$ cat src/rtl/port_a_map.vh
`ifndef PORT_A_MAP_VH
`define PORT_A_MAP_VH

// Register indices; byte address is four times the index
`define PA_DIR_IDX 16'hFE91
`define PA_DATA_IDX 16'hFE93
`define PA_CTRL_IDX 16'hFEDA

// Reset values of the eight-bit registers
`define PA_DIR_RESET 8'h80
`define PA_DATA_RESET 8'h80
`define PA_CTRL_RESET 8'h90

// Bits that always read as one
`define PA_DIR_READ 8'hFF
`define PA_DATA_FIXED 8'h80
`define PA_CTRL_FIXED 8'h90

// Control register field positions
`define PA_TX_EN_BIT 6
`define PA_RX_EN_BIT 5
`define PA_SCK_EN_BIT 3
`define PA_PWM3_EN_BIT 2
`define PA_PWM2_EN_BIT 1
`define PA_PWM1_EN_BIT 0

// Operating modes
`define PA_MODE1 3'h1
`define PA_MODE3 3'h3
`define PA_MODE4 3'h4
`define PA_MODE5 3'h5
`define PA_MODE6 3'h6
`define PA_MODE7 3'h7

`endif

$ cat src/rtl/port_a_pin_function_mux.v
// Implementation choices: the placing of the registers and the Wishbone slave port.
`timescale 1ns/1ps
`include "port_a_map.vh"
module port_a_pin_function_mux #(
  parameter PINS = 7
) (
  clock,
  resetn,
  wbCyc,
  wbStb,
  wbWe,
  wbAdr,
  wbSel,
  wbDatW,
  wbDatR,
  wbAck,
  opMode,
  busCtlEnable,
  waitEnable,
  busAckOutN,
  busReqInN,
  waitInN,
  ocEnable,
  ocLevel,
  serialTxOut,
  serialRxIn,
  serialClockOut,
  serialClockOe,
  serialClockIn,
  pwmOut,
  pageAddr,
  pinIn,
  pinOut,
  pinOe
);
  input wire clock;
  input wire resetn;
  input wire wbCyc;
  input wire wbStb;
  input wire wbWe;
  input wire [17:0] wbAdr;
  input wire [3:0] wbSel;
  input wire [31:0] wbDatW;
  output wire [31:0] wbDatR;
  output wire wbAck;
  input wire [2:0] opMode;
  input wire busCtlEnable;
  input wire waitEnable;
  input wire busAckOutN;
  output wire busReqInN;
  output wire waitInN;
  input wire [5:0] ocEnable;
  input wire [5:0] ocLevel;
  input wire serialTxOut;
  output wire serialRxIn;
  input wire serialClockOut;
  input wire serialClockOe;
  output wire serialClockIn;
  input wire [2:0] pwmOut;
  input wire [3:0] pageAddr;
  input wire [PINS-1:0] pinIn;
  output wire [PINS-1:0] pinOut;
  output wire [PINS-1:0] pinOe;

  ////////////////////////////////////////////////////////////////////////////
  // Register bus

  reg [6:0] dir_ff;
  reg [6:0] data_ff;
  reg [6:0] ctrl_ff;
  reg ack_ff;
  reg [7:0] rdData_ff;
  reg [7:0] nxt_rdData;
  wire [PINS-1:0] readBits;
  wire request;
  wire hitDir;
  wire hitData;
  wire hitCtrl;
  wire wrLane;
  // Reset values kept at full width; only the stored bits are sliced off
  localparam [7:0] DIR_RST = `PA_DIR_RESET;
  localparam [7:0] DATA_RST = `PA_DATA_RESET;
  localparam [7:0] CTRL_RST = `PA_CTRL_RESET;

  // One access per request, ack drops the cycle after
  assign request = wbCyc & wbStb & ~ack_ff;
  assign hitDir = (wbAdr[17:2] == `PA_DIR_IDX);
  assign hitData = (wbAdr[17:2] == `PA_DATA_IDX);
  assign hitCtrl = (wbAdr[17:2] == `PA_CTRL_IDX);
  assign wrLane = request & wbWe & wbSel[0];

  // Read mux; unmapped addresses still ack and read zero
  always @* begin
    nxt_rdData = 8'h00;
    if (hitDir) begin
      nxt_rdData = `PA_DIR_READ;
    end else if (hitData) begin
      nxt_rdData = `PA_DATA_FIXED | {1'b0, readBits};
    end else if (hitCtrl) begin
      nxt_rdData = `PA_CTRL_FIXED | {1'b0, ctrl_ff};
    end
  end

  // Writes land on the edge that gives ack
  always @(posedge clock) begin
    if (!resetn) begin
      dir_ff <= DIR_RST[6:0];
      data_ff <= DATA_RST[6:0];
      ctrl_ff <= CTRL_RST[6:0] & 7'h6F;
      ack_ff <= 1'b0;
      rdData_ff <= 8'h00;
    end else begin
      ack_ff <= request;
      if (request) begin
        rdData_ff <= nxt_rdData;
      end
      if (wrLane && hitDir) begin
        dir_ff <= wbDatW[6:0];
      end
      // Always stored; whether it reaches a pin is the slice's business
      if (wrLane && hitData) begin
        data_ff <= wbDatW[6:0];
      end
      // Bit 4 is read-only and stays clear in storage
      if (wrLane && hitCtrl) begin
        ctrl_ff <= wbDatW[6:0] & 7'h6F;
      end
    end
  end

  assign wbAck = ack_ff;
  assign wbDatR = {24'h000000, rdData_ff};

  ////////////////////////////////////////////////////////////////////////////
  // Mode and enable decode

  wire txEn;
  wire rxEn;
  wire [3:0] lowEn;
  wire modeBus;
  wire serialFirst;
  wire pageForced;
  wire pageByDir;
  wire busOn;

  assign txEn = ctrl_ff[`PA_TX_EN_BIT];
  assign rxEn = ctrl_ff[`PA_RX_EN_BIT];
  assign lowEn = {ctrl_ff[`PA_SCK_EN_BIT], ctrl_ff[`PA_PWM3_EN_BIT],
                  ctrl_ff[`PA_PWM2_EN_BIT], ctrl_ff[`PA_PWM1_EN_BIT]};
  // Bus control exists in modes 1 to 6 only
  assign modeBus = (opMode >= `PA_MODE1) && (opMode <= `PA_MODE6);
  assign serialFirst = (opMode == `PA_MODE3) || (opMode == `PA_MODE5);
  assign pageForced = serialFirst;
  assign pageByDir = (opMode == `PA_MODE4);
  assign busOn = modeBus & busCtlEnable;

  ////////////////////////////////////////////////////////////////////////////
  // Per-pin function selection, purely combinational

  reg [PINS-1:0] altUse;
  reg [PINS-1:0] altOe;
  reg [PINS-1:0] altOut;
  reg [PINS-1:0] altRead;
  reg [5:0] ocSel;
  reg [3:0] lowOc;
  reg busAckSel;
  reg busReqSel;
  reg waitSel;
  reg rxSel;
  reg sckSel;
  integer i;

  // Low-pin compare channels: pin0..3 carry timer bits 0..3
  always @* begin
    lowOc = ocEnable[3:0];
    ocSel = 6'h00;
    busAckSel = 1'b0;
    busReqSel = 1'b0;
    waitSel = 1'b0;
    rxSel = 1'b0;
    sckSel = 1'b0;
    altUse = {PINS{1'b0}};
    altOe = {PINS{1'b0}};
    altOut = {PINS{1'b0}};
    altRead = {PINS{1'b0}};

    // Pin 6: transmit first in modes 3 and 5, then acknowledge, transmit, compare, general
    if (serialFirst && txEn) begin
      altUse[6] = 1'b1;
      altOe[6] = 1'b1;
      altOut[6] = serialTxOut;
      altRead[6] = pinIn[6];
    end else if (busOn) begin
      busAckSel = 1'b1;
      altUse[6] = 1'b1;
      altOe[6] = 1'b1;
      altOut[6] = busAckOutN;
      altRead[6] = pinIn[6];
    end else if (txEn) begin
      altUse[6] = 1'b1;
      altOe[6] = 1'b1;
      altOut[6] = serialTxOut;
      altRead[6] = pinIn[6];
    end else if (ocEnable[5]) begin
      ocSel[5] = 1'b1;
      altUse[6] = 1'b1;
      altOe[6] = 1'b1;
      altOut[6] = ocLevel[5];
      altRead[6] = ocLevel[5];
    end

    // Pin 5: receive first in modes 3 and 5, then request, receive, compare, general
    if (serialFirst && rxEn) begin
      rxSel = 1'b1;
      altUse[5] = 1'b1;
      altRead[5] = pinIn[5];
    end else if (busOn) begin
      busReqSel = 1'b1;
      altUse[5] = 1'b1;
      altRead[5] = pinIn[5];
    end else if (rxEn) begin
      rxSel = 1'b1;
      altUse[5] = 1'b1;
      altRead[5] = pinIn[5];
    end else if (ocEnable[4]) begin
      ocSel[4] = 1'b1;
      altUse[5] = 1'b1;
      altOe[5] = 1'b1;
      altOut[5] = ocLevel[4];
      altRead[5] = ocLevel[4];
    end

    // Pin 4: wait input or general
    if (modeBus && waitEnable) begin
      waitSel = 1'b1;
      altUse[4] = 1'b1;
      altRead[4] = pinIn[4];
    end

    // Pins 3..0: clock or PWM, then page address or compare
    for (i = 0; i < 4; i = i + 1) begin
      if (lowEn[i]) begin
        altUse[i] = 1'b1;
        if (i == 3) begin
          sckSel = 1'b1;
          altOe[i] = serialClockOe;
          altOut[i] = serialClockOut;
        end else begin
          altOe[i] = 1'b1;
          altOut[i] = pwmOut[i];
        end
        altRead[i] = pinIn[i];
      end else if (pageForced || (pageByDir && dir_ff[i])) begin
        altUse[i] = 1'b1;
        altOe[i] = 1'b1;
        altOut[i] = pageAddr[i];
        altRead[i] = pinIn[i];
      end else if (pageByDir) begin
        // Mode 4 low pins never act as general output
        altUse[i] = 1'b1;
        altRead[i] = pinIn[i];
      end else if (lowOc[i]) begin
        ocSel[i] = 1'b1;
        altUse[i] = 1'b1;
        altOe[i] = 1'b1;
        altOut[i] = ocLevel[i];
        altRead[i] = ocLevel[i];
      end
    end
  end

  ////////////////////////////////////////////////////////////////////////////
  // Pin slices

  genvar g;
  generate
    for (g = 0; g < PINS; g = g + 1) begin : gPin
      port_pin_slice uSlice (
        .altUse(altUse[g]),
        .altOe(altOe[g]),
        .altOut(altOut[g]),
        .altRead(altRead[g]),
        .dirBit(dir_ff[g]),
        .dataBit(data_ff[g]),
        .pinIn(pinIn[g]),
        .pinOut(pinOut[g]),
        .pinOe(pinOe[g]),
        .readBit(readBits[g])
      );
    end
  endgenerate

  ////////////////////////////////////////////////////////////////////////////
  // Pin levels handed to peripherals; idle levels when not routed

  assign busReqInN = busReqSel ? pinIn[5] : 1'b1;
  assign waitInN = waitSel ? pinIn[4] : 1'b1;
  assign serialRxIn = rxSel ? pinIn[5] : 1'b1;
  assign serialClockIn = sckSel ? pinIn[3] : 1'b0;
endmodule // port_a_pin_function_mux

$ cat src/rtl/port_pin_slice.v
`timescale 1ns/1ps
// One port pin: alternate function or general-purpose path, plus read-back
module port_pin_slice (
  altUse,
  altOe,
  altOut,
  altRead,
  dirBit,
  dataBit,
  pinIn,
  pinOut,
  pinOe,
  readBit
);
  input wire altUse;
  input wire altOe;
  input wire altOut;
  input wire altRead;
  input wire dirBit;
  input wire dataBit;
  input wire pinIn;
  output wire pinOut;
  output wire pinOe;
  output wire readBit;

  // Alternate function ignores direction bit
  assign pinOe = altUse ? altOe : dirBit;
  // Stored bit reaches pin only as general output
  assign pinOut = altUse ? altOut : dataBit;
  // Input reads pin, output reads stored bit
  assign readBit = altUse ? altRead : (dirBit ? dataBit : pinIn);
endmodule // port_pin_slice

$ cat config.mk
export PLATFORM = sky130hd
export DESIGN_NAME = port_a_pin_function_mux
export DESIGN_NICKNAME = d
export VERILOG_FILES = /design/src/rtl/port_a_pin_function_mux.v /design/src/rtl/port_pin_slice.v
export VERILOG_INCLUDE_DIRS = /design/src /design/src/rtl
export SDC_FILE = /design/constraint.sdc
export NUM_CORES = 1
export LEC_CHECK = 0
export BUFFER_PORTS_ARGS = -buffer_cell sky130_fd_sc_hd__buf_4
export CORE_ASPECT_RATIO = 1.5
export CORE_MARGIN = 1
export CORE_UTILIZATION = 40
export DETAILED_ROUTE_END_ITERATION = 7
export HOLD_SLACK_MARGIN = 0.05
export PLACE_DENSITY_LB_ADDON = 0.2
export SLEW_MARGIN = 40
export SYNTH_ARGS = -nofsm -noshare
export SYNTH_HDL_FRONTEND = slang
export SYNTH_SLANG_ARGS = --single-unit
$ cat constraint.sdc
create_clock -name clock -period 2.61 [get_ports clock]
set_input_delay 0.261 -clock clock [delete_from_list [all_inputs] [get_ports clock]]
set_output_delay 0.261 -clock clock [all_outputs]
set_load 0.1 [all_outputs]
After elaboration in Yosys (flattened, before gate mapping). Index checks and enable logic that the tools add are counted.

Bits in registers: 29. Input bits: 94. Output and inout port bits: 51. Word-level logic and storage cells: 159.

$lt $le $gt $ge: 2. Equal/unequal tests: 6. Multiplexer cells: 124. Bitwise operators: 6. Reductions and logical operators: 16.

Operators with widths (count): 2-to-1 mux 1 bit (121); == test 16 bit (second input constant) (3); 2-to-1 mux 8 bit (3); logical AND 1 bit (11); == test 3 bit (second input constant) (2); bitwise AND 1 bit (5); logical OR 1 bit (5); == test 3 x 2 -> 1 bit (second input constant) (1); >= comparator 3 x 1 -> 1 bit (second input constant) (1); <= comparator 3 bit (second input constant) (1); inverter 1 bit (1).

Longest topological paths before layout. Gate-level depths: netlist of the first run.

Word-level depth: 8. Mapped depth: 8. Mapped depth without buffers: 5.

Modules after synthesis. A second synthesis of the first run with hierarchy kept.

Cell total of the unflattened synthesis: 287. Area, all modules: 2268.4 um2.

By module, submodules not included: port_a_pin_function_mux (times used 1, cells each 252, area an instance 1979.4 um2, sequential area each 580.6 um2); port_pin_slice (times used 7, cells each 5, area an instance 41.3 um2, sequential area each 0.0 um2).

Least setup slack after synthesis of the first run. No wires, ideal clock.

Path kind: in2out. Start: input port opMode[1]. End: output port busReqInN. Arrival time: 1.956 ns. Required time: 2.349 ns. Slack: 0.393 ns. Stages: 5. Buffers on the path: 2. Cell sequence: buf_2 > buf_1 > maj3_1 > nand2_1 > nand4b_1.

Word-level cells in the longest chain between the ends: 6. Elaborated cells on any way between the ends: 11. Those cells by class: order compare: 2; eq/ne: 2; mux: 3; bitwise: 1; reduce/logical: 3.

RTL lines: from (decl) (RTL line port_a_pin_function_mux.v:46) `input wire [2:0] opMode;`; >= comparator 3 x 1 -> 1 bit (no source line) or <= comparator 3 bit (tied branches); logical AND 1 bit (RTL line port_a_pin_function_mux.v:151) `` assign modeBus = (opMode >= `PA_MODE1) && (opMode <= `PA_MODE6); ``; bitwise AND 1 bit (RTL line port_a_pin_function_mux.v:155) `assign busOn = modeBus & busCtlEnable;`; 2-to-1 mux 1 bit (RTL line port_a_pin_function_mux.v:217) `end else if (busOn) begin`; 2-to-1 mux 1 bit * (RTL line port_a_pin_function_mux.v:213) `if (serialFirst && rxEn) begin`; 2-to-1 mux 1 bit * (RTL line port_a_pin_function_mux.v:296) `assign busReqInN = busReqSel ? pinIn[5] : 1'b1;`; to (decl) (RTL line port_a_pin_function_mux.v:50) `output wire busReqInN;`.

Every way passes the cells marked *; elsewhere a longest branch is shown, timed or not.

Final worst setup path of the first run.
Start: input port opMode[2]. End: output port pinOut[6].

Word-level cells in the longest chain between the ends: 6. Elaborated cells on any way between the ends: 13. Those cells by class: order compare: 2; eq/ne: 2; mux: 5; bitwise: 1; reduce/logical: 3.

RTL lines: >= comparator 3 x 1 -> 1 bit (no source line) or <= comparator 3 bit (tied branches); logical AND 1 bit (RTL line port_a_pin_function_mux.v:151); bitwise AND 1 bit (RTL line port_a_pin_function_mux.v:155); 2-to-1 mux 1 bit (RTL line port_a_pin_function_mux.v:193) `end else if (busOn) begin`; 2-to-1 mux 1 bit (RTL line port_a_pin_function_mux.v:188) `if (serialFirst && txEn) begin`; 2-to-1 mux 1 bit * (RTL line port_pin_slice.v:29) `assign pinOut = altUse ? altOut : dataBit;`; to (decl) (RTL line port_a_pin_function_mux.v:62) `output wire [PINS-1:0] pinOut;`.

Marked as above.

==> flow_summary.toml, run 1 <==
[clock_tree]
htree_levels = 2
clock_sinks = 29
root_buffer = "clkbuf_8"
hold_buffers = 0
numCtsBuffers = 5
cts_resized = 0
post-cts-setup-buffers = 0
cts_buffer_depth = 2
clk_pin_slew_worst_paths_ns = 0.07
clock_latency_ns = 0.27
cts_tree = "done"

[critical_path]
crit_required_ns = 2.35
max_stage_delay_ns = 0.42
crit_fanout = 15
crit_buf_inv = 2
critical_path.top_delay_family = "simple AND/OR/NAND/NOR gates"
crit_type = "input pin to primary output"
path_depth = 7
worstPathCellList = "buf_4 -> or3_4 -> and3_1 -> mux2_2 -> o221ai_1 -> a21oi_1 -> buf_4"
cp_common_cell = "buf_4"
cp-start-kind = "input pin"
cpMaxStageDelayCell = "or3_4"
end_kind = "primary output"
arrival_ns = 1.92
worst-r2r-cell-count = 6

[worst_hold_path]
hold_depth = 3
holdCritPathClass = "input pin to flop"

[outcome]
status = "finished clean"

[timing]
hold_violations = 0
drv_slew = 0
fin_hold_ws_ns = 0.256
worstMarginPinSlew_ns = 0.521
finalClockSkew_ns = 0.00732
setup_tns_ns = 0
min_period_ns = 2.18
period_share_pct = 83.5
fmax_ghz = 0.459
relSlewSlack_pct = 65.2
rsz0062_at_grt = "false"
setup_viol = 0

[route]
drc_errors = 0
vias = 2148
routedWlPerCell_microns = 13.5
viasPerCell = 5.10
ant_nets = 0
wl_microns = 5670
drt_pass1_iterations = 4
drt-initial-drc-count = 95

[finish]
nets = 445
ff_latch_area_sq_um = 581
final_cell_mix = "buf_4 (92), mux2i_1 (30), dfxtp_1 (29)"
multi_input_area_sq_mm = 0.00151
nFillCells = 554
final_common_cell = "buf_4"
diodes = 0
drive_gt1_share_pct = 35.0
final-instance-count-excl-fill = 421
area_growth_pct = 26.7

[placement]
port_buffers = 90
dp_cells = 414
hpwl_microns = 4450
routabilityCongestion = 0.773

[global_routing]
grt_start_max_net_pins = 30
track_usage_pct = 18.9
grt_first_pass_wirelength_microns = 9030
gr-total-overflow = 0
antenna_found_initial = 0
grt_pass1_vias = 1945

[synthesis]
synth.distinct_cells = 47
ys_seq_area_share_pct = 24.8
yosys_most_used_dff = "dfxtp_1"
synth-seq-cells = 29
syn_area_per_cell_sq_um = 8.44
syn_inst = 277
async_flop_share_pct = 0
synth_top_area_share_pct = 24.8
synthTopCellsByArea = "dfxtp_1 (25%), mux2i_1 (13%), buf_4 (12%)"
netlist_area_sq_mm = 0.00234
yosys.area.top_type = "dfxtp_1"
yosysWarnings = 0
synth_edf_count = 0

[floorplan]
die_h_microns = 95.6
start_util_pct = 42.3
dieArea_sq_mm = 0.00616
io_pins = 145
num_rows = 33
die_w_microns = 64.4
coreArea_sq_mm = 0.00553

[run]
drv_cap = 0

[pwr]
leakage_uw = 0.00139
total_power_uw = 1420
p_per_area_mw_per_mm2 = 479
ir_drop_v = 0.000251
[report_power, final]
| group | switching (uW) | leakage (uW) | internal (uW) |
|---|---|---|---|
| clock network | 165 | 0.0000443 | 209 |
| logic | 439 | 0.00112 | 153 |
| registers | 3.20 | 0.000235 | 449 |
| total | 607 | 0.00139 | 811 |
[worst reg2reg max path: cells and delay by family (launching register included)]
family	cells	cell delay, ns
buffers and inverters	1	0.18
and+or+nand+nor	4	0.91
muxes	1	0.29
DFF	1	0.32
[through the flow]
stage	utilization [%]	area [sq um]	setup slack, ns
after floorplan	-	2420	0.393
after global placement	52.0	2880	0.436
after detailed placement	52.0	2880	0.436
after CTS	53.6	2960	0.424
after global routing	53.6	2960	0.313
final	53.6	2960	0.429
[logic make-up (layout without fill, tap and decap cells)]
| family | count (synthesis) | after routing | synth area share, % |
|---|---|---|---|
| flops | 29 | 29 | 24.8 |
| fa+ha+maj | 1 | 1 | 0.428 |
| compound gates | 60 | 60 | 17.0 |
| mux | 39 | 39 | 17.2 |
| buf+inv | 50 | 101 | 14.3 |
| xor+xnor | 1 | 1 | 0.375 |
| other cells | 1 | 24 | 0.160 |
| simple gates | 96 | 96 | 25.8 |
[flip-flops by register name, indices dropped and copies added (netlist names)]
register   count
ctrl_ff        6
data_ff        7
dir_ff         7
rdData_ff      8
wbAck          1
[per-layer routing]
layer / up-vias / global-route usage [%] / part of all wire [%]
met5: - / 0 / 0
met3: 6 / 3.59 / 5.6
met1: 979 / 20.7 / 41
met2: 80 / 36.3 / 53
met4: 0 / 5.00 / 1.1
li1: 1083 / - / -
[cells in the mapped netlist (5+ instances only)]
| master | count |
|---|---|
| nand2_1 | 18 |
| nand3_1 | 8 |
| nor2b_1 | 23 |
| clkbuf_1 | 5 |
| mux2i_1 | 30 |
| dfxtp_1 | 29 |
| o21ai_0 | 23 |
| buf_4 | 38 |
| and2_1 | 9 |
| nor3_1 | 7 |
| mux2_2 | 9 |
| a211oi_1 | 5 |
| a21oi_1 | 9 |
[worst paths after layout]
kind	startpoint	end	slack (ns)
setup / recovery	opMode[2]	pinOut[6]	0.43
hold / removal	wbDatW[4]	dir_ff[4]	0.26
setup reg to reg	wbAck	dir_ff[2]	0.81
hold reg to reg	rdData_ff[4]	rdData_ff[4]	0.48
[final cells by class]
type / instances / share of cell area, %
Sequential cell: 29 / 19.6
Inverter: 2 / 0.253
Tap cell: 70 / 2.96
Timing Repair Buffer: 92 / 23.3
Clock buffer: 7 / 2.91
Multi-Input combinational cell: 221 / 51.0
(Power assumes the default switching activity.)
==> inputs of run 2 (changes only) <==
--- a/config.mk
+++ b/config.mk
@@ -6,10 +6,11 @@
 export SDC_FILE = /design/constraint.sdc
 export NUM_CORES = 1
 export LEC_CHECK = 0
+export ABC_AREA = 1
 export BUFFER_PORTS_ARGS = -buffer_cell sky130_fd_sc_hd__buf_4
 export CORE_ASPECT_RATIO = 1.5
 export CORE_MARGIN = 1
-export CORE_UTILIZATION = 40
+export CORE_UTILIZATION = 39
 export DETAILED_ROUTE_END_ITERATION = 7
 export HOLD_SLACK_MARGIN = 0.05
 export PLACE_DENSITY_LB_ADDON = 0.2
==> constraint.sdc (replaced) <==
create_clock -name clock -period 2 [get_ports clock]
set_input_delay 0.2 -clock clock [delete_from_list [all_inputs] [get_ports clock]]
set_output_delay 0.2 -clock clock [all_outputs]
set_load 0.1 [all_outputs]
==> flow_summary.toml, run 2 <==
[timing]
hold_violations = 0
fin_hold_ws_ns = 0.168
drv_slew = 0
finalClockSkew_ns = 0.00580
period_share_pct = 86.6
setup_tns_ns = 0
rsz0062_at_grt = "false"
fmax_ghz = 0.577
min_period_ns = 1.73
setup_viol = 0
fin_ws_ns = 0.268

[pwr]
p_per_area_mw_per_mm2 = 625
leakage_uw = 0.00137
ir_drop_v = 0.000266

[route]
drc_errors = 0
routedWlPerCell_microns = 11.6
drt-initial-drc-count = 93
viasPerCell = 4.82
vias = 2414
wl_microns = 5830
drt_pass1_iterations = 4
ant_nets = 0

[critical_path]
crit_buf_inv = 2
cpMaxStageDelayCell = "buf_4"
crit_type = "input pin to primary output"
end_kind = "primary output"
arrival_ns = 1.53
cp-start-kind = "input pin"
max_stage_delay_ns = 0.32
critical_path.top_delay_family = "simple AND/OR/NAND/NOR gates"
worstPathCellList = "buf_4 -> nor2_1 -> nand2_1 -> nand3_2 -> nand2_1 -> or2_0 -> a31oi_1 -> buf_4"
crit_required_ns = 1.80
crit_fanout = 8

[global_routing]
antenna_found_initial = 0
met3_usage_pct = 2.31
use_met2_pct = 38.3
grt_start_max_net_pins = 21
grt.busiest_layer = "met2"
grt_first_pass_wirelength_microns = 9620
grt_pass1_vias = 2300
grtUsageMet1_pct = 21.3
gr-total-overflow = 0
track_usage_pct = 20.3

[synthesis]
yosys.cell_count.top_type = "nand2_1"
synth_edf_count = 0
yosysWarnings = 0
synth.distinct_cells = 32
yosys_most_used_dff = "dfxtp_1"
yosys.area.top_type = "dfxtp_1"
netlist_area_sq_mm = 0.00221
yosys-top-cells-count = "nand2_1 (60), nor2_1 (43), inv_1 (40), buf_4 (38)"
ys_seq_area_share_pct = 26.3
syn_inst = 350
syn_area_per_cell_sq_um = 6.31
synth-seq-cells = 29
synthTopCellsByArea = "dfxtp_1 (26%), buf_4 (13%), nand2_1 (10%)"
async_flop_share_pct = 0
synth_top_area_share_pct = 26.3

[clock_tree]
htree_levels = 2
clk_pin_slew_worst_paths_ns = 0.06
hold_buffers = 0
root_buffer = "clkbuf_8"
cts_resized = 0
clock_sinks = 29
post-cts-setup-buffers = 0
numCtsBuffers = 5
cts_buffer_depth = 2
cts_tree = "done"
clock_latency_ns = 0.27

[finish]
nets = 525
area_growth_pct = 30.0
final-instance-count-excl-fill = 501
final_cell_mix = "buf_4 (94), nand2_1 (58), nor2_1 (43)"
diodes = 0
nFillCells = 579
final_area_sq_mm = 0.00287
drive_gt1_share_pct = 27.1
final_common_cell = "buf_4"
largest_register = "rdData_ff"
reg_top3 = "rdData_ff: 8 flops, data_ff: 7 flops, dir_ff: 7 flops"
largest_register_ffs = 8

[floorplan]
start_util_pct = 40.5
coreArea_sq_mm = 0.00545
dieArea_sq_mm = 0.00597
num_rows = 33
die_h_microns = 94.2
die_w_microns = 63.4
io_pins = 145

[placement]
routabilityCongestion = 0.790
hpwl_microns = 4690
dp_cells = 494
dp_worst_setup_slack_ns = 0.281
place_area_sq_mm = 0.00279
port_buffers = 90

[outcome]
status = "finished clean"

[run]
drv_cap = 0

[worst_hold_path]
holdCritPathClass = "input pin to flop"
## run 2: cell count changes in the layout (fill, tap and decap cells not counted), sizes merged, moves of 12 or more
cell   previous run  this run
mux2i            30         1
inv               2        41
nand4             1        13
nand2            18        62
nand3             9        28
nor2b            23         0
a21oi            13        32
nor2              4        49
## run 2: cells by family (layout without fill, tap and decap cells)
family | count (synthesis) | in the layout | share of synthesized area (%)
muxes | 1 | 1 | 0.453
other | 1 | 24 | 0.170
AOI/OAI and AO/OA | 76 | 76 | 18.6
DFF | 29 | 29 | 26.3
buffers and inverters | 85 | 143 | 21.4
and+or+nand+nor | 158 | 158 | 33.0
## run 2: path summary, 6_finish.rpt
path,startpoint,slack [ns],end,cells after the start
setup reg to reg,wbAck,0.64,dir_ff[2],6
hold reg to reg,rdData_ff[4],0.47,rdData_ff[4],2
setup / recovery,opMode[2],0.27,pinOut[6],8
hold / removal,wbDatW[4],0.17,data_ff[4],3
## run 2: worst reg2reg max path: stages, from the launching register on
cell and delay [ns]:
dfxtp_1 0.33, nor2_4 0.14, nand3_2 0.17, nor2_4 0.26, inv_1 0.18, nand2_1 0.10
a21oi_1 0.06
## run 2: layer usage
metal | vias up | share of wire, %
met5 | - | 0
met4 | 0 | 3.3
met3 | 17 | 5.9
met2 | 92 | 51
met1 | 1051 | 40
li1 | 1254 | -
## run 2: cell type report
type / instances / area [sq um] / area share (%)
clock buffers: 7 / 86.3 / 3.01
well taps: 70 / 87.6 / 3.05
repair buffers: 94 / 706 / 24.6
inverters: 42 / 158 / 5.49
multi-input cells: 259 / 1250 / 43.7
flip-flops and latches: 29 / 581 / 20.2
## run 2: through the flow
stage / power [uW] / util, %
2_1_floorplan: 1220 / -
3_3_place_gp: 1330 / 51.1
3_5_place_dp: 1340 / 51.1
4_1_cts: 1810 / 52.7
5_1_grt: 1870 / 52.7
6_report: 1790 / 52.7
## run 2: where the power goes
part	switching [uW]	leakage (uW)	internal, uW
Combinational	561	0.00109	171
Clock	199	0.0000443	272
Sequential	4.42	0.000235	586
==> inputs of run 3 (changes only) <==
--- a/config.mk
+++ b/config.mk
@@ -9,7 +9,7 @@
 export ABC_AREA = 1
 export BUFFER_PORTS_ARGS = -buffer_cell sky130_fd_sc_hd__buf_4
 export CORE_ASPECT_RATIO = 1.5
-export CORE_MARGIN = 1
+export CORE_MARGIN = 5
 export CORE_UTILIZATION = 39
 export DETAILED_ROUTE_END_ITERATION = 7
 export HOLD_SLACK_MARGIN = 0.05
==> flow_summary.toml, run 3 (synthesized netlist as in run 2, its figures left out) <==
[outcome]
status = "finished clean"

[critical_path]
crit_path_end = "pinOut[3]"
worst-r2r-cell-count = 6
crit_required_ns = 1.80
end_kind = "primary output"
r2r_end = "dir_ff[6]"
reg2reg_from = "wbAck"
cp-startpoint = "dir_ff[3]"
reg2reg_slack_ns = 0.61
crit_fanout = 3
arrival_ns = 1.54
crit_type = "flop to primary output"
cp-start-kind = "flop"

[pwr]
p_per_area_mw_per_mm2 = 673
intPower_uw = 1160
p_sw_uw = 801
pwr-share-comb_pct = 37.4
ir_drop_v = 0.000249
leakage_uw = 0.00139
swShare_pct = 40.9
total_power_uw = 1960
clock_power_share_pct = 32.5
power_frac_seq_pct = 30.1

[floorplan]
die_w_microns = 71.4
die_h_microns = 102
num_rows = 33
start_util_pct = 40.2
dieArea_sq_mm = 0.00730
coreArea_sq_mm = 0.00549
io_pins = 145

[timing]
fmax_ghz = 0.574
finalClockSkew_ns = 0.00426
setup_viol = 0
period_share_pct = 87.1
drv_slew = 0
min_period_ns = 1.74
fin_hold_ws_ns = 0.164
rsz0062_at_grt = "false"
hold_violations = 0
setup_tns_ns = 0

[clock_tree]
hold_buffers = 0
root_buffer = "clkbuf_8"
cts_resized = 0
htree_levels = 2
numCtsBuffers = 5
clk_pin_slew_worst_paths_ns = 0.07
post-cts-setup-buffers = 0
cts_tree = "done"
clock_sinks = 29
clock_latency_ns = 0.28
cts_buffer_depth = 2

[placement]
place_area_sq_mm = 0.00279
port_buffers = 90
hpwl_microns = 5250
routabilityCongestion = 0.807

[global_routing]
grt_first_pass_wirelength_microns = 10300
track_usage_pct = 17.5
gr-total-overflow = 0
antenna_found_initial = 0
grt_start_max_net_pins = 21
grt_pass1_vias = 2349

[worst_hold_path]
holdCritPathClass = "input pin to flop"

[route]
wl_microns = 6430
drc_errors = 0
vias = 2460
viasPerCell = 4.89
routedWlPerCell_microns = 12.8
drt_pass1_iterations = 4
drt-initial-drc-count = 116
ant_nets = 0

[finish]
diodes = 0
final_area_sq_mm = 0.00291
final_common_cell = "buf_4"
reg_top3 = "rdData_ff: 8 flops, data_ff: 7 flops, dir_ff: 7 flops"
largest_register = "rdData_ff"
nFillCells = 608
largest_register_ffs = 8
area_growth_pct = 31.9
drive_gt1_share_pct = 27.7
final_cell_mix = "buf_4 (95), nand2_1 (58), nor2_1 (43)"
nets = 526

[run]
drv_cap = 0
## run 3: cell count changes in the layout (fill, tap and decap cells not counted)
cell and change:
clkinvlp_4 +1, clkbuf_1 -1, buf_4 +1, bufinv_16 +1
## run 3: metrics by stage
stage,cells,setup WS [ns],utilization [%]
after floorplan,373,-0.334,-
after CTS,503,0.230,53.0
final,503,0.258,53.0
after global placement,495,0.260,50.9
after global routing,503,0.0750,53.0
after detailed placement,495,0.267,50.9
## run 3: how the worst min path moves through the flow
stage	slack, ns	cells after the start	to	start
detailed placement	0.46	3	data_ff[4]	wbDatW[4]
global route	0.17	3	data_ff[4]	wbDatW[4]
finish	0.16	3	data_ff[4]	wbDatW[4]
global placement	0.45	3	data_ff[4]	wbDatW[4]
CTS	0.15	3	data_ff[4]	wbDatW[4]
floorplan	0.34	2	data_ff[4]	wbDatW[4]
## run 3: area by class of cell
cell class	count	area, sq um	area share, %
Inverter	42	158	5.41
Timing Repair Buffer	95	713	24.5
Sequential cell	29	581	19.9
Tap cell	70	87.6	3.01
Clock inverter	2	37.5	1.29
Multi-Input combinational cell	259	1250	43.0
Clock buffer	6	82.6	2.84
## run 3: metal layers
metal	part of all wire [%]	vias to the layer above	track usage, %
met4	2.0	0	6.66
li1	-	1266	-
met3	9.2	8	4.53
met5	0	-	0
met2	52	89	32.9
met1	37	1097	18.5
## run 3: critical path, cell delays in order (launching register included)
cell and delay, ns:
dfxtp_1 0.37, nand3_1 0.11, nand2_1 0.13, a21oi_1 0.07, o31ai_1 0.06, o21ai_0 0.10, o21ai_0 0.09, buf_4 0.32
## run 3: power groups by stage
stage / logic [uW] / registers (uW) / clock network, uW
finish: 733 / 590 / 638
CTS: 735 / 590 / 653
global route: 773 / 591 / 679
detailed placement: 734 / 603 / 0
floorplan: 559 / 661 / 0
global placement: 730 / 603 / 0
